## config.mk

```make
export PLATFORM = sky130hd
export DESIGN_NAME = eiu_top
export DESIGN_NICKNAME = d
export VERILOG_FILES = /design/src/verilog/eiu_pkg.sv /design/src/verilog/eiu_top.sv /design/src/verilog/eiu_poll_pick.sv
export VERILOG_INCLUDE_DIRS = /design/src /design/src/verilog
export SDC_FILE = /design/constraint.sdc
export NUM_CORES = 1
export LEC_CHECK = 0
export BUFFER_PORTS_ARGS = -buffer_cell sky130_fd_sc_hd__buf_4
export CAP_MARGIN = 20
export CORE_MARGIN = 3
export CORE_UTILIZATION = 57
export CTS_CLUSTER_SIZE = 25
export DETAILED_ROUTE_END_ITERATION = 10
export PLACE_DENSITY_LB_ADDON = 0.12
export SYNTH_ARGS = -nofsm -noshare
export SYNTH_HDL_FRONTEND = slang
export SYNTH_SLANG_ARGS = --single-unit
```

## constraint.sdc

```tcl
create_clock -name ref_clk -period 6.3 [get_ports ref_clk]
set_input_delay 1.26 -clock ref_clk [delete_from_list [all_inputs] [get_ports ref_clk]]
set_output_delay 1.26 -clock ref_clk [all_outputs]
set_load 0.005 [all_outputs]
```

## src/verilog/eiu_map.svh

```systemverilog
// Purpose: addresses, field positions, reset values and timing counts of the extended interrupt unit
// Assumes: included by its bare name; definitions only
// Notes: poll indices double as source numbers; a lower index is polled earlier
`ifndef EIU_MAP_SVH
`define EIU_MAP_SVH

`define EIU_ADDR_IE 8'hA8
`define EIU_ADDR_IP 8'hB8
`define EIU_ADDR_INTERRUPT_ENABLE_EXTENDED 8'hC8
`define EIU_ADDR_INTERRUPT_PRIORITY_EXTENDED 8'hF8

`define EIU_MASK_IE 8'h9F
`define EIU_MASK_IP 8'h1F
`define EIU_MASK_INTERRUPT_ENABLE_EXTENDED 8'h3F
`define EIU_MASK_INTERRUPT_PRIORITY_EXTENDED 8'h3F
`define EIU_RST_REG 8'h00

`define EIU_BIT_EA 7
`define EIU_BIT_UART 4
`define EIU_BIT_T1 3
`define EIU_BIT_X1 2
`define EIU_BIT_T0 1
`define EIU_BIT_X0 0
`define EIU_BIT_TXE 5
`define EIU_BIT_CH1 4
`define EIU_BIT_TXV 3
`define EIU_BIT_CH0 2
`define EIU_BIT_RXE 1
`define EIU_BIT_RXV 0

`define EIU_SRC_X0 4'h0
`define EIU_SRC_RXV 4'h1
`define EIU_SRC_T0 4'h2
`define EIU_SRC_RXE 4'h3
`define EIU_SRC_CH0 4'h4
`define EIU_SRC_X1 4'h5
`define EIU_SRC_TXV 4'h6
`define EIU_SRC_CH1 4'h7
`define EIU_SRC_T1 4'h8
`define EIU_SRC_TXE 4'h9
`define EIU_SRC_UART 4'hA
`define EIU_NUM_SRC 11

`define EIU_VEC_X0 16'h0003
`define EIU_VEC_RXV 16'h002B
`define EIU_VEC_T0 16'h000B
`define EIU_VEC_RXE 16'h0033
`define EIU_VEC_CH0 16'h003B
`define EIU_VEC_X1 16'h0013
`define EIU_VEC_TXV 16'h0043
`define EIU_VEC_CH1 16'h0053
`define EIU_VEC_T1 16'h001B
`define EIU_VEC_TXE 16'h004B
`define EIU_VEC_UART 16'h0023

`define EIU_PHASE_LAST 4'hB
`define EIU_PHASE_SAMPLE 4'h9
`define EIU_PHASE_POLL 4'h8

`endif

```

## src/verilog/eiu_pkg.sv

```systemverilog
// Purpose: shared types of the extended interrupt unit
// Assumes: used as eiu_pkg::name, never imported
// Notes: service state tracks which levels have a handler running
package eiu_pkg;
  typedef enum logic [1:0] {
    SVC_NONE = 2'b00,
    SVC_LOW = 2'b01,
    SVC_HIGH = 2'b10,
    SVC_BOTH = 2'b11
  } eiu_svc_e;
  typedef logic [3:0] eiu_src_t;
endpackage

```

## src/verilog/eiu_top.sv

```systemverilog
// Purpose: interrupt selection, polling, enable/priority registers and serial error flags
// Assumes: all event inputs come from logic on ref_clk; cpu acks a request with vec_ack
// Notes: a machine cycle is twelve clock edges; results appear one machine cycle late
`include "eiu_map.svh"
`timescale 1ns/1ps
`default_nettype none
module eiu_top (
  input wire logic ref_clk,
  input wire logic sys_rst,
  input wire logic [7:0] sfr_addr,
  input wire logic sfr_wr,
  input wire logic [7:0] sfr_wdata,
  input wire logic sfr_rd,
  input wire logic sfr_bit_wr,
  input wire logic [7:0] sfr_bit_addr,
  input wire logic sfr_bit_val,
  output logic [7:0] sfr_rdata,
  output logic sfr_hit,
  input wire logic vec_ack,
  input wire logic reti,
  output logic irq_req,
  output logic [15:0] irq_vector,
  output logic irq_level,
  output logic [3:0] irq_source,
  input wire logic ext0_flag,
  input wire logic ext1_flag,
  input wire logic timer0_overflow,
  input wire logic timer1_overflow,
  input wire logic uart_txrx_irq,
  input wire logic rx_fifo_not_empty,
  input wire logic tx_fifo_not_full,
  input wire logic dma_service,
  input wire logic collision_mode,
  input wire logic hw_ack_enable,
  input wire logic tx_enable_set,
  input wire logic rx_enable_set,
  input wire logic tx_frame_end,
  input wire logic rx_frame_end,
  input wire logic coll_detect,
  input wire logic transmit_fifo_accessed,
  input wire logic collision_counter_ovf,
  input wire logic transmit_fifo_fetch_empty,
  input wire logic tx_dma_chan,
  input wire logic ifs_ack_timeout,
  input wire logic ifs_collision,
  input wire logic ifs_last_bit_active,
  input wire logic rx_crc_err,
  input wire logic rx_align_err,
  input wire logic rx_abort,
  input wire logic rx_overrun,
  input wire logic tx_data_bit,
  input wire logic [15:0] chan0_byte_count,
  input wire logic [15:0] chan1_byte_count,
  input wire logic [1:0] chan_done_sw_set,
  input wire logic [1:0] chan_done_sw_clr,
  output logic [1:0] chan_done,
  output logic tx_collision_flag,
  output logic tx_underrun_flag,
  output logic no_ack_flag,
  output logic [3:0] rx_error_flags,
  output logic transmit_enable_bit,
  output logic receive_enable_bit,
  output logic tx_done_flag,
  output logic rx_done_flag,
  output logic tx_start_check,
  output logic tx_check_en,
  output logic tx_close_flag_en,
  output logic serial_tx_pin
);
  logic [7:0] ie_basic;
  logic [7:0] ip_basic;
  logic [7:0] ie_ext;
  logic [7:0] ip_ext;
  logic [3:0] phase;
  logic [10:0] flags;
  logic [10:0] samp;
  logic [10:0] en_vec;
  logic [10:0] hi_vec;
  logic [10:0] ack_mask;
  logic pick_found;
  logic [3:0] pick_idx;
  logic pick_level;
  logic [15:0] next_vector;
  eiu_pkg::eiu_svc_e svc;
  logic set_coll;
  logic set_ur;
  logic set_no_ack_flag;
  logic tx_err_any;
  logic rx_err_any;
  logic [3:0] rx_err_set;
  logic [15:0] svc_count;
  logic [15:0] chan_count [2];

  // byte or bit write into one register; unimplemented bits are masked away
  function automatic logic [7:0] wr_val(input logic [7:0] cur, input logic [7:0] addr, input logic [7:0] mask);
    logic [7:0] v;
    v = cur;
    if (sfr_wr && sfr_addr == addr) begin
      v = sfr_wdata;
    end else if (sfr_bit_wr && sfr_bit_addr[7:3] == addr[7:3]) begin
      v[sfr_bit_addr[2:0]] = sfr_bit_val;
    end
    return v & mask;
  endfunction

  // enable and priority registers
  always_ff @(posedge ref_clk) begin
    if (sys_rst) begin
      ie_basic <= `EIU_RST_REG;
      ip_basic <= `EIU_RST_REG;
      ie_ext <= `EIU_RST_REG;
      ip_ext <= `EIU_RST_REG;
    end else begin
      ie_basic <= wr_val(ie_basic, `EIU_ADDR_IE, `EIU_MASK_IE);
      ip_basic <= wr_val(ip_basic, `EIU_ADDR_IP, `EIU_MASK_IP);
      ie_ext <= wr_val(ie_ext, `EIU_ADDR_INTERRUPT_ENABLE_EXTENDED, `EIU_MASK_INTERRUPT_ENABLE_EXTENDED);
      ip_ext <= wr_val(ip_ext, `EIU_ADDR_INTERRUPT_PRIORITY_EXTENDED, `EIU_MASK_INTERRUPT_PRIORITY_EXTENDED);
    end
  end

  // read port; unimplemented bits read as zero, which callers must not rely on
  always_ff @(posedge ref_clk) begin
    if (sys_rst) begin
      sfr_rdata <= 8'h00;
      sfr_hit <= 1'b0;
    end else if (!sfr_rd) begin
      sfr_rdata <= 8'h00;
      sfr_hit <= 1'b0;
    end else if (sfr_addr == `EIU_ADDR_IE) begin
      sfr_rdata <= ie_basic;
      sfr_hit <= 1'b1;
    end else if (sfr_addr == `EIU_ADDR_IP) begin
      sfr_rdata <= ip_basic;
      sfr_hit <= 1'b1;
    end else if (sfr_addr == `EIU_ADDR_INTERRUPT_ENABLE_EXTENDED) begin
      sfr_rdata <= ie_ext;
      sfr_hit <= 1'b1;
    end else if (sfr_addr == `EIU_ADDR_INTERRUPT_PRIORITY_EXTENDED) begin
      sfr_rdata <= ip_ext;
      sfr_hit <= 1'b1;
    end else begin
      sfr_rdata <= 8'h00;
      sfr_hit <= 1'b0;
    end
  end

  // machine cycle state counter, S1P1 at zero
  always_ff @(posedge ref_clk) begin
    if (sys_rst || phase == `EIU_PHASE_LAST) begin
      phase <= 4'h0;
    end else begin
      phase <= phase + 4'h1;
    end
  end

  // flag, enable and priority vectors in polling order
  always_comb begin
    flags = '0;
    flags[`EIU_SRC_X0] = ext0_flag;
    flags[`EIU_SRC_RXV] = dma_service ? rx_done_flag : rx_fifo_not_empty;
    flags[`EIU_SRC_T0] = timer0_overflow;
    flags[`EIU_SRC_RXE] = rx_err_any;
    flags[`EIU_SRC_CH0] = chan_done[0];
    flags[`EIU_SRC_X1] = ext1_flag;
    flags[`EIU_SRC_TXV] = dma_service ? tx_done_flag : tx_fifo_not_full;
    flags[`EIU_SRC_CH1] = chan_done[1];
    flags[`EIU_SRC_T1] = timer1_overflow;
    flags[`EIU_SRC_TXE] = tx_err_any;
    flags[`EIU_SRC_UART] = uart_txrx_irq;
    en_vec = {ie_basic[`EIU_BIT_UART], ie_ext[`EIU_BIT_TXE], ie_basic[`EIU_BIT_T1], ie_ext[`EIU_BIT_CH1],
              ie_ext[`EIU_BIT_TXV], ie_basic[`EIU_BIT_X1], ie_ext[`EIU_BIT_CH0], ie_ext[`EIU_BIT_RXE],
              ie_basic[`EIU_BIT_T0], ie_ext[`EIU_BIT_RXV], ie_basic[`EIU_BIT_X0]};
    hi_vec = {ip_basic[`EIU_BIT_UART], ip_ext[`EIU_BIT_TXE], ip_basic[`EIU_BIT_T1], ip_ext[`EIU_BIT_CH1],
              ip_ext[`EIU_BIT_TXV], ip_basic[`EIU_BIT_X1], ip_ext[`EIU_BIT_CH0], ip_ext[`EIU_BIT_RXE],
              ip_basic[`EIU_BIT_T0], ip_ext[`EIU_BIT_RXV], ip_basic[`EIU_BIT_X0]};
    ack_mask = (vec_ack && irq_req) ? (11'h001 << irq_source) : 11'h000;
  end

  // sample at S5P2; a just-vectored source is dropped so it cannot be taken twice
  always_ff @(posedge ref_clk) begin
    if (sys_rst) begin
      samp <= '0;
    end else if (phase == `EIU_PHASE_SAMPLE) begin
      samp <= flags & ~ack_mask;
    end else begin
      samp <= samp & ~ack_mask;
    end
  end

  eiu_poll_pick #(
    .N(`EIU_NUM_SRC),
    .IW(4)
  ) u_pick (
    .req(samp & en_vec & {11{ie_basic[`EIU_BIT_EA]}}),
    .hi(hi_vec),
    .allow_hi(svc == eiu_pkg::SVC_NONE || svc == eiu_pkg::SVC_LOW),
    .allow_lo(svc == eiu_pkg::SVC_NONE),
    .found(pick_found),
    .idx(pick_idx),
    .level(pick_level)
  );

  // fixed vector per poll position
  always_comb begin
    case (pick_idx)
      `EIU_SRC_X0: next_vector = `EIU_VEC_X0;
      `EIU_SRC_RXV: next_vector = `EIU_VEC_RXV;
      `EIU_SRC_T0: next_vector = `EIU_VEC_T0;
      `EIU_SRC_RXE: next_vector = `EIU_VEC_RXE;
      `EIU_SRC_CH0: next_vector = `EIU_VEC_CH0;
      `EIU_SRC_X1: next_vector = `EIU_VEC_X1;
      `EIU_SRC_TXV: next_vector = `EIU_VEC_TXV;
      `EIU_SRC_CH1: next_vector = `EIU_VEC_CH1;
      `EIU_SRC_T1: next_vector = `EIU_VEC_T1;
      `EIU_SRC_TXE: next_vector = `EIU_VEC_TXE;
      default: next_vector = `EIU_VEC_UART;
    endcase
  end

  // poll result registered once per machine cycle, just before the next sample
  always_ff @(posedge ref_clk) begin
    if (sys_rst) begin
      irq_req <= 1'b0;
      irq_vector <= 16'h0000;
      irq_level <= 1'b0;
      irq_source <= 4'h0;
    end else if (phase == `EIU_PHASE_POLL) begin
      irq_req <= pick_found;
      irq_vector <= next_vector;
      irq_level <= pick_level;
      irq_source <= pick_idx;
    end else if (vec_ack) begin
      irq_req <= 1'b0;
    end
  end

  // in-service level state; high may nest over low, never the reverse
  always_ff @(posedge ref_clk) begin
    if (sys_rst) begin
      svc <= eiu_pkg::SVC_NONE;
    end else if (vec_ack && irq_req) begin
      case (svc)
        eiu_pkg::SVC_NONE: svc <= irq_level ? eiu_pkg::SVC_HIGH : eiu_pkg::SVC_LOW;
        eiu_pkg::SVC_LOW: svc <= eiu_pkg::SVC_BOTH;
        default: svc <= svc;
      endcase
    end else if (reti) begin
      case (svc)
        eiu_pkg::SVC_BOTH: svc <= eiu_pkg::SVC_LOW;
        default: svc <= eiu_pkg::SVC_NONE;
      endcase
    end
  end

  // per-channel done flags: set wins over any clear in the same cycle
  assign chan_count[0] = chan0_byte_count;
  assign chan_count[1] = chan1_byte_count;
  for (genvar c = 0; c < 2; c++) begin : g_chan
    logic [15:0] prev_count;
    logic hit_zero;
    logic vec_clr;
    assign hit_zero = (chan_count[c] == 16'h0000) && (prev_count != 16'h0000);
    assign vec_clr = ack_mask[c == 0 ? `EIU_SRC_CH0 : `EIU_SRC_CH1];
    always_ff @(posedge ref_clk) begin
      if (sys_rst) begin
        prev_count <= 16'h0000;
        chan_done[c] <= 1'b0;
      end else begin
        prev_count <= chan_count[c];
        chan_done[c] <= (chan_done[c] & ~(vec_clr | chan_done_sw_clr[c])) | hit_zero | chan_done_sw_set[c];
      end
    end
  end

  // transmit error events, gated by mode
  assign svc_count = tx_dma_chan ? chan1_byte_count : chan0_byte_count;
  assign set_coll = collision_mode && ((coll_detect && transmit_enable_bit && transmit_fifo_accessed) || collision_counter_ovf);
  assign set_ur = dma_service && transmit_fifo_fetch_empty && (svc_count != 16'h0000);
  assign set_no_ack_flag = collision_mode && hw_ack_enable && (ifs_ack_timeout || ifs_collision || ifs_last_bit_active);
  assign tx_err_any = tx_collision_flag || tx_underrun_flag || no_ack_flag;

  // read-only error flags, cleared only by software setting transmit enable
  always_ff @(posedge ref_clk) begin
    if (sys_rst) begin
      tx_collision_flag <= 1'b0;
      tx_underrun_flag <= 1'b0;
      no_ack_flag <= 1'b0;
    end else begin
      tx_collision_flag <= (tx_collision_flag && !tx_enable_set) || set_coll;
      tx_underrun_flag <= (tx_underrun_flag && !tx_enable_set) || set_ur;
      no_ack_flag <= (no_ack_flag && !tx_enable_set) || set_no_ack_flag;
    end
  end

  // transmit enable: software set, any error clears it and aborts the frame
  always_ff @(posedge ref_clk) begin
    if (sys_rst) begin
      transmit_enable_bit <= 1'b0;
      tx_done_flag <= 1'b0;
    end else begin
      if (tx_enable_set) begin
        transmit_enable_bit <= 1'b1;
      end else if (tx_err_any) begin
        transmit_enable_bit <= 1'b0;
      end
      tx_done_flag <= (tx_done_flag && !tx_enable_set) || (tx_frame_end && !tx_err_any);
    end
  end

  // frame end handling and line drive on abort in collision mode
  always_ff @(posedge ref_clk) begin
    if (sys_rst) begin
      tx_start_check <= 1'b0;
      tx_check_en <= 1'b0;
      tx_close_flag_en <= 1'b0;
      serial_tx_pin <= 1'b1;
    end else begin
      tx_start_check <= !dma_service && transmit_fifo_fetch_empty && transmit_enable_bit && !tx_err_any;
      tx_check_en <= transmit_enable_bit && !tx_err_any;
      tx_close_flag_en <= !tx_err_any;
      serial_tx_pin <= (collision_mode && tx_err_any) ? 1'b1 : tx_data_bit;
    end
  end

  // receive errors mirror the transmit side; an error blocks receive done
  assign rx_err_set = {rx_overrun, rx_abort, rx_align_err, rx_crc_err};
  assign rx_err_any = |rx_error_flags;
  always_ff @(posedge ref_clk) begin
    if (sys_rst) begin
      rx_error_flags <= 4'h0;
      receive_enable_bit <= 1'b0;
      rx_done_flag <= 1'b0;
    end else begin
      rx_error_flags <= (rx_error_flags & ~{4{rx_enable_set}}) | rx_err_set;
      if (rx_enable_set) begin
        receive_enable_bit <= 1'b1;
      end else if (rx_err_any) begin
        receive_enable_bit <= 1'b0;
      end
      rx_done_flag <= (rx_done_flag && !rx_enable_set) || (rx_frame_end && !rx_err_any && !(|rx_err_set));
    end
  end
endmodule
`default_nettype wire

```

## src/verilog/eiu_poll_pick.sv

```systemverilog
// Purpose: fixed-order two-level pick among pending requests
// Assumes: request bit 0 is polled first
// Notes: purely combinational; caller registers the result
`timescale 1ns/1ps
`default_nettype none
module eiu_poll_pick #(
  parameter int N = 11,
  parameter int IW = 4
) (
  input wire logic [N-1:0] req,
  input wire logic [N-1:0] hi,
  input wire logic allow_hi,
  input wire logic allow_lo,
  output logic found,
  output logic [IW-1:0] idx,
  output logic level
);
  logic found_h;
  logic found_l;
  logic [IW-1:0] idx_h;
  logic [IW-1:0] idx_l;

  // descending scan so the earliest entry overwrites later ones
  always_comb begin
    found_h = 1'b0;
    found_l = 1'b0;
    idx_h = '0;
    idx_l = '0;
    for (int i = N - 1; i >= 0; i--) begin
      if (req[i] && hi[i]) begin
        found_h = 1'b1;
        idx_h = IW'(i);
      end
      if (req[i] && !hi[i]) begin
        found_l = 1'b1;
        idx_l = IW'(i);
      end
    end
  end

  // high level beats low; only two levels exist
  always_comb begin
    found = 1'b0;
    idx = '0;
    level = 1'b0;
    if (found_h && allow_hi) begin
      found = 1'b1;
      idx = idx_h;
      level = 1'b1;
    end else if (found_l && allow_lo) begin
      found = 1'b1;
      idx = idx_l;
    end
  end
endmodule
`default_nettype wire

```

# After elaboration in Yosys (flattened, before gate mapping)
# Memories as Yosys holds them, arrays and structs flattened. A register that Yosys moved wholly into a read port is not among the register bits.
# Cells that the tools add are included.
# classes
order_cmp,2
n_addsub,1
shifts,1
n_eq_ne,14
mux,87
n_reduce_logical,104
bitwise_logic,19
# ops
operator,count
4-bit 2-to-1 mux,24
1-bit logical AND,56
16-bit nonzero test,3
11-bit bitwise AND,4
6-bit 2-to-1 mux,7
1-bit 2-to-1 mux,39
8-bit bitwise mux,4
"8-bit equality test, second input constant",4
16-bit zero test,2
8-bit 2-to-1 mux,3
11-bit 2-to-1 mux,2
"5-bit equality test, second input constant",4
1-bit zero test,17
16-bit 2-to-1 mux,1
2-bit nonzero test,8
"4-bit equality test, second input constant",3
1-bit logical OR,12
11-bit inverter,1
"1-bit by 4-bit left shift with 11-bit output, first input constant",1
5-bit 2-to-1 mux,2
4-bit OR reduction,2
2-bit 2-to-1 mux,3
1-bit bitwise OR,6
"4-bit by 1-bit adder with 4-bit output, second input constant",1
15 further kinds,19
# totals
n_memories,1
regBits,122
inputBits,95
romBits,64
# mem_list
memory,depth,width,rd,rd_clocked_by_memory_dff,write_ports,line,source
(no name shown),16,4,1,1,0,eiu_top.sv:205,case (pick_idx)

# Logic depth before layout (Yosys ltp)
# Gate-level depths: netlist of the first run.
# logic_depth
depth_word,18
ltp_mapped,12
ltp_nobuf,9

# Hierarchy
# Synthesis of the first run repeated with hierarchy kept, for this count alone.
# hier_totals
cells_unflattened,618
hier_area_um2,5371.4
# modules_own_cells
module,seq_area_each_um2,cells_each,area_per_inst_um2,n_inst
eiu_top,2162.1,556,4865.9,1
eiu_poll_pick,0.0,62,505.5,1

# Worst setup path after synthesis of the first run
# No wires, ideal clock.
# synth_path
kind,register to register
from,reg ie_basic[7]
to,reg irq_vector[3]
setup_slack_ps,3573
setup_time_ps,101
t_arrival_ps,2626
path_stages_with_launch,13
required_ps,6199
path_cell_list,dfxtp_1 buf_6 buf_8 nand4_2 nand2_2 or4_1 or4b_1 and2_4 buf_6 ha_1 nor2_1 o21a_1 o41ai_1
# synth_via
elab_chain_len,16
elab_cells_between_ends,71
# synth_rtl
element,line,source
start: declaration,eiu_top.sv:70,logic [7:0] ie_basic;
start signal: assignment,eiu_top.sv:109,ie_basic <= `EIU_RST_REG;
start signal: assignment,eiu_top.sv:114,"ie_basic <= wr_val(ie_basic, `EIU_ADDR_IE, `EIU_MASK_IE);"
11-bit bitwise AND *,eiu_top.sv:194,".req(samp & en_vec & {11{ie_basic[`EIU_BIT_EA]}}),"
1-bit logical AND,eiu_poll_pick.sv:34,if (req[i] && !hi[i]) begin
1-bit 2-to-1 mux (11 in series),eiu_poll_pick.sv:34,
1-bit logical AND,eiu_poll_pick.sv:50,end else if (found_l && allow_lo) begin
4-bit 2-to-1 mux,eiu_poll_pick.sv:50,
4-bit 2-to-1 mux *,eiu_poll_pick.sv:46,if (found_h && allow_hi) begin
end: declaration,eiu_top.sv:22,"output logic [15:0] irq_vector,"
# Every way passes the cells marked *; elsewhere a longest branch is shown, timed or not.
# A chain may end at the register's enable or synchronous reset.

# Worst setup path after layout of the first run
# Same ends and word-level chain as after synthesis.

==> flow_summary.toml, run 1 <==
[critical_path]
worstPathRequired_ns = 6.57
arrival_ns = 3.49
r2r_setup_slack_ns = 3.08
r2r-end = "irq_vector[3]"
reg2reg_depth = 9
path_class = "reg2reg"
r2r-start = "ie_basic[7]"
crit_path_max_fanout = 27
critPathLaunchType = "register"
end_kind = "register"

[timing]
worstMarginPinSlew_ns = 0.988
slew_viol_final = 0
hold_slack_ns = 0.494
fin_skew_ns = 0.0117
finalSetupViolCount = 0
fin_tns_setup_ns = 0
finalCritPeriodShare = 0.511
min_period_ns = 3.22
max_freq_ghz = 0.311
hold_viol = 0
slew-limit-headroom = 0.341
rsz0062_at_grt = "no"

[global_routing]
grt_pass1_wl_mm = 22.1
grt_pass1_vias = 4718
grt_max_degree = 101
track_usage = 0.266
grt-ovfl-total = 0
antenna_found_initial = 0

[synthesis]
netlist.area_leader.share = 0.419
netlist.top_cell.by_area = "dfxtp_1"
ys_ff_latch = 108
ys_seq_area_frac = 0.419
ys_top_cells_by_area = "dfxtp_1, nor2_1, nor2b_1"
post_synth_num_cell_types = 61
synth_most_common_cell = "dfxtp_1"
synth_flop_cell = "dfxtp_1"
async_flop_share = 0
yosys_warnings = 0
avgSynthCellArea_um2 = 8.27
synth_edf_count = 0
syn-instance-count = 624
synth_commonest_cells = "dfxtp_1, nor2_1, nand2_1"
synth.cell_area_um2 = 5160

[clock_tree]
holdBufCountCts = 0
cts_tree = "yes"
cts_made_buffers = 9
clock_latency_ns = 0.37
cts.sinks = 108
h-tree-depth = 3
cts_resized = 0
clk_pin_slew_ns = 0.11
cts_setup_buffers = 0
cts_max_path_buffers = 2
cts_root_buf = "clkbuf_8"

[die]
die_w_um = 101
rows = 34
die_area_um2 = 10200
core_um2 = 8760
io_pins = 143
initial_core_util = 0.589
die_h_um = 101

[pwr]
pwr-share-comb = 0.096
intPower_w = 0.000959
power_density_nw_per_um2 = 203
vdd_drop_max_mv = 0.127
p_leak_nw = 2.54
switching_power_w = 0.000316
clock_power_share = 0.345
power_frac_seq = 0.559
swShare = 0.248

[placed_design]
gp_congestion = 0.932
port_buffers = 130
hpwl_mm = 10.2

[worst_hold_path]
hold_depth = 2
whs_endpoint = "receive_enable_bit"
hp-start = "receive_enable_bit"
hold_class = "reg2reg"

[detailed_routing]
routedWlPerCell_um = 15.9
finalWirelength_mm = 13.4
drc = 0
first_pass_iters = 5
drt_iter0_drc = 282
vias = 4939
viasPerCell = 5.85
ant_nets = 0

[layout]
area_growth_pct = 21.6
nets = 831
drive_gt1_frac = 0.216
diodes = 0

[outcome]
status = "finished, final reports clean"

[run]
maxCapViolations = 0
[cells by family (layout without fill, tap and decap cells)]
kind of cell,Yosys count,count (layout),synth area share
mux,17,17,0.0332
fa+ha+maj,5,5,0.0121
compound gates,124,124,0.158
xor+xnor,1,1,0.00170
simple gates,311,311,0.320
flops,108,108,0.419
other cells,1,11,0.000727
buf+inv,57,159,0.0555
[layout by cell type, fill, tap and decap left out, types with 6 or more instances in the layout]
cell,instances
nand2_1,44
nand4_1,16
clkbuf_8,9
conb_1,11
nor2_1,97
buf_4,130
inv_1,13
nand3_1,11
o21ai_0,32
nand4b_1,9
a311oi_1,16
nor2b_1,36
nand2b_1,9
nor3_1,23
nand3b_1,6
mux2i_1,16
and2_1,9
a211oi_1,14
a21oi_1,33
dfxtp_1,108
nor4_1,21
[state kept, by name (all words and copies together), names as in the netlist, 2 cells and up]
signal,cells
g_chan.prev_count,32
samp,11
sfr_rdata,7
ie_basic,6
ie_ext,6
ip_ext,6
ip_basic,5
irq_vector,5
irq_source,4
phase,4
rx_error_flags,4
chan_done,2
svc,2
[final cells by class]
class | instances | area, µm²
Clock buffer | 9 | 124
Clock inverter | 7 | 82.6
Fill cell | 687 | 2480
Inverter | 13 | 48.8
Multi-Input combinational cell | 469 | 2750
Sequential cell | 108 | 2160
Tap cell | 108 | 135
Timing Repair Buffer | 130 | 976
[critical path, cell delays in order (launching register included)]
cell and delay [ns]:
dfxtp_1 0.60, nand4_1 0.29, nand4_1 0.22, or4_1 0.50
or4b_1 0.58, and2_4 0.21, ha_1 0.27, nor2_1 0.04
o21a_1 0.17, o41ai_1 0.24
[power by group through the flow]
stage          logic (W)  registers (W)  clock network (W)
2_1_floorplan  0.0000536       0.000726                  0
3_3_place_gp    0.000118       0.000727                  0
5_1_grt         0.000135       0.000715           0.000471
4_1_cts         0.000123       0.000713           0.000447
6_report        0.000123       0.000713           0.000439
3_5_place_dp    0.000122       0.000728                  0
[through the flow]
step | util | power, W | setup WS [ns] | cells | area [µm²]
6_report | 0.716 | 0.00128 | 3.08 | 844 | 6280
2_1_floorplan | - | 0.000780 | 3.57 | 634 | 5200
3_3_place_gp | 0.693 | 0.000846 | 3.18 | 828 | 6070
3_5_place_dp | 0.693 | 0.000851 | 3.15 | 828 | 6070
5_1_grt | 0.716 | 0.00132 | 2.79 | 844 | 6280
4_1_cts | 0.716 | 0.00128 | 3.13 | 844 | 6280
[how the worst max path moves through the flow]
stage	from	end	slack [ns]	cells after the start
after floorplan	ie_basic[7]	irq_vector[3]	3.57	12
after global placement	ie_basic[7]	irq_vector[3]	3.18	9
after detailed placement	sfr_addr[2]	ip_basic[1]	3.15	7
after CTS	ie_basic[7]	irq_vector[3]	3.13	9
after global routing	ie_basic[7]	irq_vector[3]	2.79	9
final	ie_basic[7]	irq_vector[3]	3.08	9
[per-layer routing]
metal	routed length, µm	vias to the layer above	GRT usage
met5	0	-	0
met4	268	0	0.0992
met3	1080	24	0.0523
met2	6370	206	0.429
met1	5720	2279	0.356
li1	-	2430	-
No activity file was read; power rests on OpenSTA's default activity.
==> run 2: changes to the inputs <==
- CORE_UTILIZATION: 57 -> 52
- clock period: 6.3 -> 3 ns (I/O delays scaled with it)
==> run 2 against run 1 <==
Compared with the run above:
- via count grew 1.3%
- first-iteration DRC count rose by 13%
- non-clock buffer count increased by 18
- global-route usage down 2.9 points
- highest routed layer unchanged
- critical path depth up 2
- clock skew is 0.0032 ns higher
- largest cell class unchanged
- register-to-register slack got worse by 3.0 ns
- wire length increased by 3.2%
- utilization shrank 2.5 points
- hold slack worse by 0.052 ns
- setup slack worse by 3.0 ns
==> flow_summary.toml, run 2 (synthesis results as in run 1) <==
[layout]
multi_input_area_um2 = 2800
mostFrequentLayoutCell = "buf_4"
area.sequential_um2 = 2170
largestRegisters = "g_chan.prev_count x32, samp x11, sfr_rdata x7"
nets = 849
fillCellCount = 802
largest_reg_flops = 32
top_register = "g_chan.prev_count"
area_growth_pct = 26.7
drive_gt1_frac = 0.244
final_cell_mix = "buf_4, dfxtp_1, nor2_1"
diodes = 0

[critical_path]
r2r_setup_slack_ns = 0.07
reg2reg_depth = 11
path_class = "reg2reg"
crit_path_max_fanout = 8
critPathLaunchType = "register"
r2r-end = "irq_vector[3]"
worstPathRequired_ns = 3.28
end_kind = "register"
r2r-start = "ie_basic[7]"
arrival_ns = 3.21

[clock_tree]
h-tree-depth = 3
holdBufCountCts = 0
clock_latency_ns = 0.36
cts_tree = "yes"
cts_made_buffers = 9
clk_pin_slew_ns = 0.12
cts_max_path_buffers = 2
cts.sinks = 108
cts_root_buf = "clkbuf_8"

[run]
maxCapViolations = 0

[die]
die_w_um = 106
die_h_um = 106
die_area_um2 = 11200
rows = 35
core_um2 = 9460
io_pins = 143
initial_core_util = 0.546

[global_routing]
grt_pass1_wl_mm = 21.7
grt_max_degree = 72
top_usage_layer = "met2"
met1_usage = 0.302
grt-ovfl-total = 0
track_usage = 0.237
grt_use_met3 = 0.0533
use_met2 = 0.398
antenna_found_initial = 0
grt_pass1_vias = 4647

[timing]
fin_skew_ns = 0.0149
min_period_ns = 2.93
slew_viol_final = 0
fin_ws_ns = 0.0708
hold_slack_ns = 0.442
max_freq_ghz = 0.341
worstMarginPinSlew_ns = 0.694
finalSetupViolCount = 0
hold_viol = 0
slew-limit-headroom = 0.536
finalCritPeriodShare = 0.976

[detailed_routing]
viasPerCell = 5.67
finalWirelength_mm = 13.9
vias = 5005
drc = 0
first_pass_iters = 6
drt_iter0_drc = 319
ant_nets = 0
routedWlPerCell_um = 15.7

[placed_design]
hpwl_mm = 10.5
gp_congestion = 0.894
port_buffers = 130
place_ws_ns = 0.0667

[worst_hold_path]
hp-start = "tx_data_bit"
hold_depth = 3
whs_endpoint = "serial_tx_pin"
hold_class = "in2reg"

[pwr]
power_density_nw_per_um2 = 405
p_leak_nw = 2.66
vdd_drop_max_mv = 0.283

[outcome]
status = "finished, final reports clean"
[run 2: worst max-delay path, stage by stage, from the launching register on]
cell and delay [ns]:
dfxtp_4 0.38, buf_12 0.13, nand4_1 0.14, nand4_1 0.18
buf_4 0.19, nor4_2 0.31, or3b_2 0.47, o22a_2 0.26
ha_4 0.29, nor2_2 0.03, o21a_1 0.19, o41ai_2 0.26
[run 2: repair_timing]
action                                  in CTS  in global routing
buffers inserted                             0                  9
gates resized for setup                      0                 15
endpoints found under the setup margin       0                  3
[run 2: cell type report]
cell class                 count  share of cell area
clock buffer                   9              0.0189
tap                          129              0.0247
clock inverter                 7              0.0136
timing repair buffer         148               0.176
inverter                      13             0.00746
sequential                   108               0.331
multi-input combinational    469               0.428
[run 2: worst max-delay path by stage]
stage / cells after the start / start / end / slack, ns
finish: 11 / ie_basic[7] / irq_vector[3] / 0.07
floorplan: 12 / ie_basic[7] / irq_vector[3] / 0.27
global placement: 10 / ie_basic[7] / irq_vector[3] / 0.14
detailed placement: 10 / ie_basic[7] / irq_vector[3] / 0.07
CTS: 10 / ie_basic[7] / irq_vector[3] / 0.04
global route: 11 / ie_basic[7] / irq_vector[3] / -0.02
[run 2: per-layer routing]
layer,vias to the layer above,part of all wire
met5,-,0
met4,0,0.022
met3,31,0.082
met2,209,0.47
met1,2291,0.42
li1,2474,-
[run 2: power by group]
part | internal (W) | switching [W] | leakage [nW]
Clock | 0.000339 | 0.000554 | 0.106
Combinational | 0.000139 | 0.000121 | 1.67
Sequential | 0.00147 | 0.0000203 | 0.884
[run 2: stage by stage]
stage | setup TNS (ns) | total power [W] | area (µm²) | util | std cells
detailed placement | 0 | 0.00179 | 6170 | 0.652 | 857
finish | 0 | 0.00265 | 6540 | 0.691 | 883
global placement | 0 | 0.00178 | 6170 | 0.652 | 857
floorplan | 0 | 0.00164 | 5200 | - | 634
global route | -0.0207 | 0.00276 | 6540 | 0.691 | 883
CTS | 0 | 0.00267 | 6380 | 0.675 | 873
